===== config.mk =====
export PLATFORM = sky130hd
export DESIGN_NAME = i2c_slave_port
export DESIGN_NICKNAME = d
export VERILOG_FILES = /design/src/core/i2c_slave_pkg.sv /design/src/core/i2c_slave_port.sv
export VERILOG_INCLUDE_DIRS = /design/src /design/src/core
export SDC_FILE = /design/constraint.sdc
export NUM_CORES = 1
export LEC_CHECK = 0
export ABC_CLOCK_PERIOD_IN_PS = 3350
export BUFFER_PORTS_ARGS = -buffer_cell sky130_fd_sc_hd__buf_2
export CAP_MARGIN = 30
export CORE_ASPECT_RATIO = 0.75
export CORE_MARGIN = 2
export CORE_UTILIZATION = 45
export CTS_CLUSTER_DIAMETER = 30
export DETAILED_ROUTE_END_ITERATION = 10
export PLACE_DENSITY_LB_ADDON = 0.08
export SETUP_SLACK_MARGIN = 0.2
export SYNTH_ARGS = -nofsm -noshare
export SYNTH_HDL_FRONTEND = slang
export SYNTH_SLANG_ARGS = --single-unit

===== constraint.sdc =====
create_clock -name clk -period 3.35 [get_ports clk]
set_input_delay 0.67 -clock clk [delete_from_list [all_inputs] [get_ports clk]]
set_output_delay 0.67 -clock clk [all_outputs]
set_load 0.05 [all_outputs]

===== src/core/i2c_slave_cfg.svh =====
`ifndef I2C_SLAVE_CFG_SVH
`define I2C_SLAVE_CFG_SVH
// register indices; byte address is four times the index
`define IDX_INT_CTRL  8'h0B
`define IDX_PER_FLAGS 8'h0C
`define IDX_SER_BUF   8'h13
`define IDX_SER_CTRL  8'h14
`define IDX_PORT_DIR  8'h87
`define IDX_PER_EN    8'h8C
`define IDX_SLV_ADDR  8'h93
`define IDX_SER_STAT  8'h94
// reset values
`define RST_PORT_DIR  8'hFF
`define RST_ZERO      8'h00
// field positions
`define BIT_IRQ_FLAG  3
`define BIT_OVF       6
`define BIT_EN        5
`define BIT_CKP       4
`define BIT_DA        5
`define BIT_STOP      4
`define BIT_START     3
`define BIT_RW        2
`define BIT_UA        1
`define BIT_BF        0
`define BIT_SDA_DIR   4
`define BIT_SCL_DIR   3
// port mode codes
`define MODE_SLV7     4'h6
`define MODE_SLV10    4'h7
`define MODE_FW_IDLE  4'hB
`define MODE_SLV7_SS  4'hE
`define MODE_SLV10_SS 4'hF
// bits per byte on the wire
`define BYTE_BITS     4'h8
`endif


===== src/core/i2c_slave_pkg.sv =====
package i2c_slave_pkg;
  // slave engine states
  typedef enum logic [2:0] {ST_IDLE, ST_ADDR, ST_RX, ST_ACK, ST_TX, ST_TXACK} slv_state_t;
  // apb request from the master
  typedef struct packed {
    logic        psel;
    logic        penable;
    logic        pwrite;
    logic [11:0] paddr;
    logic [31:0] pwdata;
  } apb_req_t;
  // one bit per bus line
  typedef struct packed {
    logic scl;
    logic sda;
  } bus_pins_t;
endpackage


===== src/core/i2c_slave_port.sv =====
// The APB slave port was left to the implementer.
`timescale 1ns/1ps
`default_nettype none
`include "i2c_slave_cfg.svh"

module i2c_slave_port
(
  // clock and reset
  input  wire logic                    clk,
  input  wire logic                    reset_n,
  // apb slave
  input  wire i2c_slave_pkg::apb_req_t apbReq,
  output logic                         pready,
  output logic [31:0]                  prdata,
  output logic                         pslverr,
  // open-drain bus lines
  input  wire i2c_slave_pkg::bus_pins_t pinIn,
  output i2c_slave_pkg::bus_pins_t     pinOut,
  output i2c_slave_pkg::bus_pins_t     pinOe
);
  import i2c_slave_pkg::*;

  // software registers
  logic [7:0]  intCtrl_q;                  // stored, no logic of its own
  logic [7:0]  perFlags_q;                 // serial irq flag lives here
  logic [7:0]  perEn_q;                    // stored enables
  logic [7:0]  serBuf_q;                   // receive/transmit buffer
  logic [7:0]  serCtrl_q;                  // overflow, enable, release, mode
  logic [7:0]  portDir_q;                  // line direction bits
  logic [7:0]  slvAddr_q;                  // own address in bits 7:1
  logic [7:0]  stat_q;                     // serial status
  // engine
  slv_state_t  state_q;                    // slave state
  slv_state_t  state_d;                    // next state
  logic [7:0]  shift_q;                    // shift register
  logic [7:0]  shift_d;                    // next shift
  logic [3:0]  bitCnt_q;                   // bits in current byte
  logic [3:0]  bitCnt_d;                   // next count
  logic        ackLow_q;                   // slave pulls data for ack
  logic        ackLow_d;                   // next ack drive
  // synchronisers and edge history
  logic        sclS1_q;                    // first stage, clock line
  logic        sclS2_q;                    // second stage, clock line
  logic        sclP_q;                     // previous clock sample
  logic        sdaS1_q;                    // first stage, data line
  logic        sdaS2_q;                    // second stage, data line
  logic        sdaP_q;                     // previous data sample
  // pin and bus outputs
  bus_pins_t   pinOe_q;                    // drive enables
  bus_pins_t   pinOut_q;                   // driven level, always low
  logic        pready_q;                   // apb ready
  logic [31:0] prdata_q;                   // apb read data
  logic        pslverr_q;                  // apb error
  // next values of the register file
  logic [7:0]  stat_d;                     // next status
  logic [7:0]  ctrl_d;                     // next control
  logic [7:0]  flags_d;                    // next flags
  logic [7:0]  buf_d;                      // next buffer
  // one-cycle engine events and next status bits
  logic        byteFlag;                   // byte finished
  logic        loadBuf;                    // copy shifter into buffer
  logic        setOvf;                     // overflow seen
  logic        clrCkp;                     // start clock stretch
  logic        dropStat;                   // slave status reset
  logic        newRw;                      // next direction bit
  logic        newDa;                      // next data/address bit

  // register index decode
  function automatic logic isMapped(input logic [7:0] i);
    isMapped = (i == `IDX_INT_CTRL) || (i == `IDX_PER_FLAGS) ||
               (i == `IDX_SER_BUF)  || (i == `IDX_SER_CTRL)  ||
               (i == `IDX_PORT_DIR) || (i == `IDX_PER_EN)    ||
               (i == `IDX_SLV_ADDR) || (i == `IDX_SER_STAT);
  endfunction

  // apb phase and address decode
  wire       setupPh = apbReq.psel & ~apbReq.penable;
  wire       accessPh = apbReq.psel & apbReq.penable & pready_q;
  wire [7:0] idx = apbReq.paddr[9:2];
  wire       addrOk = (apbReq.paddr[1:0] == 2'h0) && (apbReq.paddr[11:10] == 2'h0)
                      && isMapped(idx);
  wire       wrEn = accessPh & apbReq.pwrite & addrOk;
  wire       rdEn = accessPh & ~apbReq.pwrite & addrOk;
  wire [7:0] wData = apbReq.pwdata[7:0];
  wire       wrIntCtrl = wrEn && (idx == `IDX_INT_CTRL);
  wire       wrFlags = wrEn && (idx == `IDX_PER_FLAGS);
  wire       wrBuf = wrEn && (idx == `IDX_SER_BUF);
  wire       wrCtrl = wrEn && (idx == `IDX_SER_CTRL);
  wire       wrDir = wrEn && (idx == `IDX_PORT_DIR);
  wire       wrPerEn = wrEn && (idx == `IDX_PER_EN);
  wire       wrAddr = wrEn && (idx == `IDX_SLV_ADDR);
  wire       wrStat = wrEn && (idx == `IDX_SER_STAT);
  wire       rdBuf = rdEn && (idx == `IDX_SER_BUF);

  // read selection
  wire [7:0] rdSel = (idx == `IDX_INT_CTRL)  ? intCtrl_q  :
                     (idx == `IDX_PER_FLAGS) ? perFlags_q :
                     (idx == `IDX_SER_BUF)   ? serBuf_q   :
                     (idx == `IDX_SER_CTRL)  ? serCtrl_q  :
                     (idx == `IDX_PORT_DIR)  ? portDir_q  :
                     (idx == `IDX_PER_EN)    ? perEn_q    :
                     (idx == `IDX_SLV_ADDR)  ? slvAddr_q  :
                     (idx == `IDX_SER_STAT)  ? stat_q     : `RST_ZERO;

  // mode decode
  wire [3:0] mode = serCtrl_q[3:0];
  wire       portOn = serCtrl_q[`BIT_EN];
  wire       slvOn = portOn && ((mode == `MODE_SLV7) || (mode == `MODE_SLV10) ||
                     (mode == `MODE_SLV7_SS) || (mode == `MODE_SLV10_SS));
  wire       ssOn = portOn && ((mode == `MODE_FW_IDLE) || (mode == `MODE_SLV7_SS) ||
                    (mode == `MODE_SLV10_SS));

  // bus edges and conditions
  wire       sclRise = sclS2_q & ~sclP_q;
  wire       sclFall = ~sclS2_q & sclP_q;
  wire       startEv = portOn & sclS2_q & sclP_q & ~sdaS2_q & sdaP_q;
  wire       stopEv = portOn & sclS2_q & sclP_q & sdaS2_q & ~sdaP_q;
  wire       ovfCond = stat_q[`BIT_BF] | serCtrl_q[`BIT_OVF];
  wire       addrHit = shift_q[7:1] == slvAddr_q[7:1];
  wire       lastFall = sclFall && (bitCnt_q == `BYTE_BITS);
  wire       txBitLow = slvOn && (state_q == ST_TX) && !shift_q[7];

  // two-stage synchronisers, then edge history
  always_ff @(posedge clk)
  begin
    if (!reset_n)
    begin
      {sclS1_q, sclS2_q, sclP_q} <= 3'h7;
      {sdaS1_q, sdaS2_q, sdaP_q} <= 3'h7;
    end
    else
    begin
      {sclS1_q, sclS2_q, sclP_q} <= {pinIn.scl, sclS1_q, sclS2_q};
      {sdaS1_q, sdaS2_q, sdaP_q} <= {pinIn.sda, sdaS1_q, sdaS2_q};
    end
  end

  // slave engine and register side effects
  always_comb
  begin
    state_d = state_q;
    shift_d = shift_q;
    bitCnt_d = bitCnt_q;
    ackLow_d = ackLow_q;
    byteFlag = 1'b0;
    loadBuf = 1'b0;
    setOvf = 1'b0;
    clrCkp = 1'b0;
    dropStat = 1'b0;
    newRw = stat_q[`BIT_RW];
    newDa = stat_q[`BIT_DA];
    // slave runs whatever the direction bits say
    if (!slvOn)
    begin
      state_d = ST_IDLE;
      ackLow_d = 1'b0;
    end
    else if (startEv)
    begin
      state_d = ST_ADDR;
      bitCnt_d = 4'h0;
      ackLow_d = 1'b0;
    end
    else if (stopEv)
    begin
      state_d = ST_IDLE;
      ackLow_d = 1'b0;
    end
    else
    begin
      case (state_q)
        ST_ADDR, ST_RX:
        begin
          if (sclRise)
          begin
            shift_d = {shift_q[6:0], sdaS2_q};
            bitCnt_d = bitCnt_q + 4'h1;
          end
          else if (lastFall)
          begin
            if ((state_q == ST_ADDR) && !addrHit)
              state_d = ST_IDLE;
            else
            begin
              // full buffer: no copy, no ack, flag later
              state_d = ST_ACK;
              setOvf = ovfCond;
              loadBuf = !ovfCond;
              ackLow_d = !ovfCond;
              newDa = (state_q == ST_RX);
              if (state_q == ST_ADDR)
                newRw = shift_q[0];
            end
          end
        end
        ST_ACK:
        begin
          // ninth falling edge ends the acknowledge
          if (sclFall)
          begin
            byteFlag = 1'b1;
            ackLow_d = 1'b0;
            bitCnt_d = 4'h0;
            if (!ackLow_q)
              state_d = ST_IDLE;
            else if (stat_q[`BIT_RW])
            begin
              state_d = ST_TX;
              clrCkp = 1'b1;
            end
            else
              state_d = ST_RX;
          end
        end
        ST_TX:
        begin
          // next bit appears after each falling edge
          if (sclFall)
          begin
            shift_d = {shift_q[6:0], 1'b1};
            bitCnt_d = bitCnt_q + 4'h1;
            if (bitCnt_q == `BYTE_BITS - 4'h1)
              state_d = ST_TXACK;
          end
        end
        ST_TXACK:
        begin
          if (sclRise && sdaS2_q)
          begin
            state_d = ST_IDLE;
            dropStat = 1'b1;
          end
          else if (sclFall)
          begin
            byteFlag = 1'b1;
            clrCkp = 1'b1;
            bitCnt_d = 4'h0;
            state_d = ST_TX;
          end
        end
        default:
          state_d = ST_IDLE;
      endcase
    end
    if (wrBuf)
      shift_d = wData;
    // status: hardware sets win over software clears
    stat_d = stat_q;
    if (wrStat)
      stat_d[7:6] = wData[7:6];
    if (rdBuf)
      stat_d[`BIT_BF] = 1'b0;
    if (loadBuf)
      stat_d[`BIT_BF] = 1'b1;
    stat_d[`BIT_RW] = newRw;
    stat_d[`BIT_DA] = newDa;
    if (dropStat)
    begin
      stat_d[`BIT_DA] = 1'b0;
      stat_d[`BIT_RW] = 1'b0;
      stat_d[`BIT_UA] = 1'b0;
      stat_d[`BIT_BF] = 1'b0;
    end
    if (startEv)
      stat_d[`BIT_STOP:`BIT_START] = 2'h1;
    if (stopEv)
      stat_d[`BIT_STOP:`BIT_START] = 2'h2;
    if (!portOn)
      stat_d[`BIT_STOP:`BIT_START] = 2'h0;
    // control: overflow set and clock hold win
    ctrl_d = wrCtrl ? wData : serCtrl_q;
    if (setOvf)
      ctrl_d[`BIT_OVF] = 1'b1;
    if (clrCkp)
      ctrl_d[`BIT_CKP] = 1'b0;
    // flags: never cleared by hardware
    flags_d = wrFlags ? wData : perFlags_q;
    if (byteFlag || (ssOn && (startEv || stopEv)))
      flags_d[`BIT_IRQ_FLAG] = 1'b1;
    buf_d = wrBuf ? wData : serBuf_q;
    if (loadBuf)
      buf_d = shift_q;
  end

  // engine state
  always_ff @(posedge clk)
  begin
    if (!reset_n)
    begin
      state_q <= ST_IDLE;
      shift_q <= `RST_ZERO;
      bitCnt_q <= 4'h0;
      ackLow_q <= 1'b0;
    end
    else
    begin
      state_q <= state_d;
      shift_q <= shift_d;
      bitCnt_q <= bitCnt_d;
      ackLow_q <= ackLow_d;
    end
  end

  // register file
  always_ff @(posedge clk)
  begin
    if (!reset_n)
    begin
      intCtrl_q <= `RST_ZERO;
      perFlags_q <= `RST_ZERO;
      perEn_q <= `RST_ZERO;
      serBuf_q <= `RST_ZERO;
      serCtrl_q <= `RST_ZERO;
      portDir_q <= `RST_PORT_DIR;
      slvAddr_q <= `RST_ZERO;
      stat_q <= `RST_ZERO;
    end
    else
    begin
      intCtrl_q <= wrIntCtrl ? wData : intCtrl_q;
      perFlags_q <= flags_d;
      perEn_q <= wrPerEn ? wData : perEn_q;
      serBuf_q <= buf_d;
      serCtrl_q <= ctrl_d;
      portDir_q <= wrDir ? wData : portDir_q;
      slvAddr_q <= wrAddr ? wData : slvAddr_q;
      stat_q <= stat_d;
    end
  end

  // line drivers: direction bit low or slave pull
  always_ff @(posedge clk)
  begin
    if (!reset_n)
    begin
      pinOe_q <= 2'h0;
      pinOut_q <= 2'h0;
    end
    else
    begin
      pinOe_q.sda <= ~portDir_q[`BIT_SDA_DIR] | ackLow_q | txBitLow;
      pinOe_q.scl <= ~portDir_q[`BIT_SCL_DIR] |
                     (slvOn && (state_q == ST_TX) && !serCtrl_q[`BIT_CKP]);
      pinOut_q <= 2'h0;
    end
  end

  // apb answer: ready in the first access cycle
  always_ff @(posedge clk)
  begin
    if (!reset_n)
    begin
      pready_q <= 1'b0;
      prdata_q <= 32'h0000_0000;
      pslverr_q <= 1'b0;
    end
    else
    begin
      pready_q <= setupPh;
      prdata_q <= setupPh ? {24'h00_0000, rdSel} : prdata_q;
      pslverr_q <= setupPh & ~addrOk;
    end
  end

  assign pready = pready_q;
  assign prdata = prdata_q;
  assign pslverr = pslverr_q;
  assign pinOe = pinOe_q;
  assign pinOut = pinOut_q;

  wire quiet = slvOn && !startEv && !stopEv;
endmodule
`default_nettype wire


# Word level (Yosys, flattened, before mapping)
# Cells that the tools add are included.
# word_totals
mem_bits_ro	0
out_inout_bits	38
mem_bits_rw	0
mem_count	0
word_cells	256
input_bits	51
latch_bits	0
regBits	97
# op_classes
n_eq_ne	42
mul	0
n_addsub	1
mux	82
div	0
n_reduce_logical	63
magnitude_cmp	0
shift	0
bitwise	36
# ops
operator	count
$mux W8	16
$mux W1	40
$eq A8 B8 Y1 const B	4
$mux W4	7
$mux W3	9
$reduce_and A6 Y1	4
$logic_and A1 B1 Y1	20
$ne A4 B4 Y1 const B	5
$ne A2 B2 Y1 const B	9
$ne A3 B3 Y1 const B	6
$and A1 B1 Y1	16
$eq A4 B4 Y1 const B	4
$eq A8 B4 Y1 const B	2
$eq A8 B5 Y1 const B	2
$not A1 Y1	16
$pmux W4 S4	1
$pmux W8 S2	1
$logic_or A1 B1 Y1	14
$reduce_bool A2 Y1	7
$eq A4 B3 Y1 const B	3
$pmux W3 S4	1
$reduce_and A8 Y1	1
$eq A7 B7 Y1	1
$mux W7	1
18 further kinds	34

# Logic depth before layout (Yosys ltp)
# depth
word_depth	13
depth_mapped	9
ltp_nobuf	7

# Worst setup path before layout
# Ideal clock, no wire load.
# synth_path
path_kind	in2reg
startpoint	input port apbReq[38] (netlist bit)
endpoint	register prdata_q[3] (netlist: prdata[3])
path_slack_ns	0.814
path_buffers	4
setup_ns	0.137
required_time_ns	3.213
path_stages	9
arrival_time_ns	2.399
cell_sequence	buf_6 -> or4b_4 -> buf_6 -> or2_1 -> buf_6 -> buf_6 -> or3_1 -> o211ai_1 -> o32ai_1
# synth_between
elab_chain_len	9
word_cells_on_any_way	16
classes_between	8 x eq/ne; 8 x mux
# synth_rtl
item	line_no	source
from (decl)	i2c_slave_port.sv:12	input wire i2c_slave_pkg::apb_req_t apbReq,
$eq A8 B8 Y1 (no source line)	--	
$mux W8 (no source line) (7 in series)	--	
$mux W8 (no source line) (*)	--	
to (signal assigned)	i2c_slave_port.sv:360	prdata_q <= setupPh ? {24'h00_0000, rdSel} : prdata_q;
to (decl)	i2c_slave_port.sv:52	logic [31:0] prdata_q;
# Every way passes the cells marked *; elsewhere a longest branch is shown, timed or not.
# A chain may end at the register's enable or synchronous reset.

# Worst setup path in the final report
# layout_path
startpoint	input port apbReq[39] (netlist bit)
endpoint	register shift_q[7]
# layout_between
elab_chain_len	13
word_cells_on_any_way	26
classes_between	12 x eq/ne; 1 x mux; 1 x bitwise; 12 x reduce/logical
# layout_rtl
item	line_no	source
$eq A8 B4 Y1 (no source line)	--	
$logic_or A1 B1 Y1 (7 in series)	i2c_slave_port.sv:70	isMapped = (i == `IDX_INT_CTRL) || (i == `IDX_PER_FLAGS) ||
$logic_and A1 B1 Y1	i2c_slave_port.sv:81	&& isMapped(idx);
$and A1 B1 Y1	i2c_slave_port.sv:82	wire wrEn = accessPh & apbReq.pwrite & addrOk;
$logic_and A1 B1 Y1 (*)	i2c_slave_port.sv:87	wire wrBuf = wrEn && (idx == `IDX_SER_BUF);
$ne A3 B3 Y1 (no source line) (tied with other cells)	--	
$reduce_and A6 Y1 (no source line)	--	
to (signal assigned)	i2c_slave_port.sv:291	shift_q <= `RST_ZERO;
to (signal assigned)	i2c_slave_port.sv:298	shift_q <= shift_d;
to (decl)	i2c_slave_port.sv:35	logic [7:0] shift_q;
# Marks and branches as above.

==> metrics.md <==
| Metric | Value |
|---|---|
| Die H | `97.2 um` |
| Layout Area Growth over Synthesis | `9.79%` |
| Top post-synthesis cells by count | `nand2_1 (112), dfxtp_1 (97), a21oi_1 (68), clkbuf_1 (37), o21ai_0 (32)` |
| Fmax | `394 MHz` |
| RSZ-0062 raised after global routing | `no` |
| Worst skew pair latency | `0.35 ns` |
| Fin crit period | `2.54 ns` |
| TritonCTS Buffers | `9` |
| Mapped Cells | `654` |
| Cts hold-fix bufs | `0` |
| Post-synthesis sequential area ratio | `0.372` |
| Port bufs | `38` |
| Vias in the first global route | `4,387` |
| Num Clock Sinks | `97` |
| Setup crit start kind | `input port` |
| Hold Violations, Final | `0` |
| # H-tree levels | `3` |
| Measured slew at the worst slew-check pin | `1.01 ns` |
| Share of cells above drive strength 1 | `0.119` |
| Final setup violation count | `0` |
| Final HPWL DP | `11,300 um` |
| Max-Cap Viols | `0` |
| Synth Warn # | `0` |
| Fin util | `0.500` |
| Antenna violations before repair | `0` |
| Fill cells | `1,122` |
| GR Overflow Total | `0` |
| Io pins | `89` |
| Diodes inserted | `0` |
| Inst Count DP | `803` |
| Starting Density | `0.456` |
| All-Layer GR Usage | `0.252` |
| Non-filler cells, final | `818` |
| Post-synth top area share | `0.372` |
| Int Pwr | `1950 uW` |
| Switch share | `0.243` |
| Seq pwr share | `0.455` |
| Combinational Power Share | `0.082` |
| Fin nets | `723` |
| Overall power | `2570 uW` |
| Worst EP arrival | `2.74 ns` |
| Die ar. | `0.0125 sq mm` |
| Syn Std Cell Area | `0.00522 sq mm` |
| Worst slew margin | `0.320` |
| CTS tree | `done` |
| Final clock skew | `0.00928 ns` |
| Reg-to-Reg Start | `sclP_q$_SDFF_PN1_` |
| Largest area contributor in the netlist | `dfxtp_1` |
| Pleak | `0.00217 uW` |
| First-pass GRT wire length | `24,200 um` |
| Worst EP required | `3.56 ns` |
| DRC | `0` |
| TNS Setup | `0 ns` |
| Pre-CTS setup slack | `0.490 ns` |
| Flops & latches, synth | `97` |
| WL/cell | `19.0 um` |
| Post-cts resize count | `0` |
| Detailed router's first-iteration violation count | `427` |
| Crit path from | `apbReq[39]` |
| Routed WL | `15,500 um` |
| CP max FO | `15` |
| Reg area | `0.00194 sq mm` |
| Worst-path clk slew | `0.06 ns` |
| CP endpoint kind | `flip-flop` |
| VDD IR-drop max | `0.000318 V` |
| Outcome | `finished, final reports clean` |
| Worst Min Path Start | `sdaS1_q$_SDFF_PN1_` |
| Area contributors post-synth | `dfxtp_1 (37%), nand2_1 (8.1%), a21oi_1 (6.5%)` |
| Classification of the worst-slack hold path | `reg2reg` |
| Net Switching | `625 uW` |
| Clock share of power | `0.463` |
| Syn Area/Cell | `7.98 sq um` |
| DRT Pass-1 Iters | `7` |
| Post-CTS Repair Setup Buffers | `0` |
| Final antenna-violating net count | `0` |
| Critical setup path kind | `in2reg` |
| Area of the multi-input gates | `0.00291 sq mm` |
| Number of library cell types mapped by synthesis | `63` |
| Setup slack after layout | `0.814 ns` |
| Root buf cell | `clkbuf_16` |
| CTS Buffer Depth | `2` |
| Max Slew Vio Count | `0` |
| Ys async rst share | `0` |
| Post-synth top flop | `dfxtp_1` |
| Largest net degree at the start of global routing | `56` |
| Post-synth EDFFs | `0` |
| Via/cell ratio | `5.80` |
| Vias | `4,745` |
| Row count | `34` |
| PD cells | `449 mW/mm^2` |
| Routability Congestion | `0.972` |
| Fin crit share | `0.757` |
| Die Wd | `128 um` |
| Most numerous cell in the Yosys netlist | `nand2_1` |
| Core Area | `0.0114 sq mm` |
## power groups by stage
stage / Combinational (uW) / Clock [uW] / Sequential, uW
2_1_floorplan: 156 / 0 / 1210
3_5_place_dp: 209 / 0 / 1200
5_1_grt: 223 / 1260 / 1170
3_3_place_gp: 209 / 0 / 1200
6_report: 212 / 1190 / 1170
4_1_cts: 210 / 1210 / 1170
## worst paths after layout
kind                            slack, ns                        to  depth (start not counted)
worst min register to register       0.42        sdaS2_q$_SDFF_PN1_                          1
worst max-delay path                 0.81   shift_q[7]$_SDFFE_PN0P_                          7
worst min-delay path                 0.42        sdaS2_q$_SDFF_PN1_                          1
worst max register to register       0.84  serBuf_q[3]$_SDFFE_PN0P_                          5
## logic make-up (layout without fill, tap and decap cells)
kind of cell,Yosys count,after routing,synth area share
multiplexers,28,28,0.0540
AND/OR/NAND/NOR,255,255,0.253
XOR/XNOR,9,9,0.0151
other,1,26,0.000719
AO/OA/AOI/OAI,175,175,0.213
flip-flops,97,97,0.372
buffers and inverters,87,82,0.0878
adder cells (fa/ha/maj),2,2,0.00480
## critical path, cell delays in order
cell	delay, ns
buf_2	0.11
or3_1	0.50
nor3_2	0.56
buf_4	0.27
nand2_1	0.28
o21ai_0	0.29
a21oi_1	0.06
## metal layers
layer  routed length (um)  vias up  track usage  share of wire
li1                     -     2318            -              -
met1                 7860     2256        0.377           0.51
met2                 6500      158        0.360           0.42
met3                 1020       13       0.0672          0.065
met4                  150        0       0.0583         0.0097
met5                    0        -            0              0
## final cells by class
| class | instances | share of cell area |
|---|---|---|
| multi-input combinational | 495 | 0.508 |
| timing repair buffer | 52 | 0.0516 |
| sequential | 97 | 0.339 |
| inverter | 15 | 0.00983 |
| tap | 144 | 0.0315 |
| clock inverter | 5 | 0.0181 |
| clock buffer | 10 | 0.0417 |
## metrics by stage
stage	cell area (sq um)	hold slack, ns
2_1_floorplan	5310	0.386
3_3_place_gp	5380	0.396
3_5_place_dp	5380	0.401
4_1_cts	5730	0.421
5_1_grt	5730	0.450
6_report	5730	0.418
## sequential cells by signal, summed over array words and instances, names as in the netlist, 7 cells and up
signal	flops
perFlags_q	8
prdata	8
serCtrl_q	8
intCtrl_q	8
stat_q	7
perEn_q	8
slvAddr_q	8
shift_q	8
portDir_q	8
serBuf_q	8
## layout by cell type (no fill, tap or decap), types with 8 or more instances in the layout
master / Yosys / routed
nand2_1: 112 / 112
dfxtp_1: 97 / 97
a21oi_1: 68 / 68
buf_2: 3 / 38
o21ai_0: 32 / 32
mux2i_1: 27 / 27
conb_1: 1 / 26
nor2_1: 24 / 24
and3_1: 17 / 17
inv_1: 15 / 15
nor3_1: 15 / 15
nand2b_1: 15 / 15
buf_4: 26 / 14
nand4_1: 11 / 11
a221oi_1: 11 / 11
nand3_1: 10 / 10
clkbuf_16: 0 / 9
xor2_1: 8 / 8
Power figures use the tool's default switching activity.
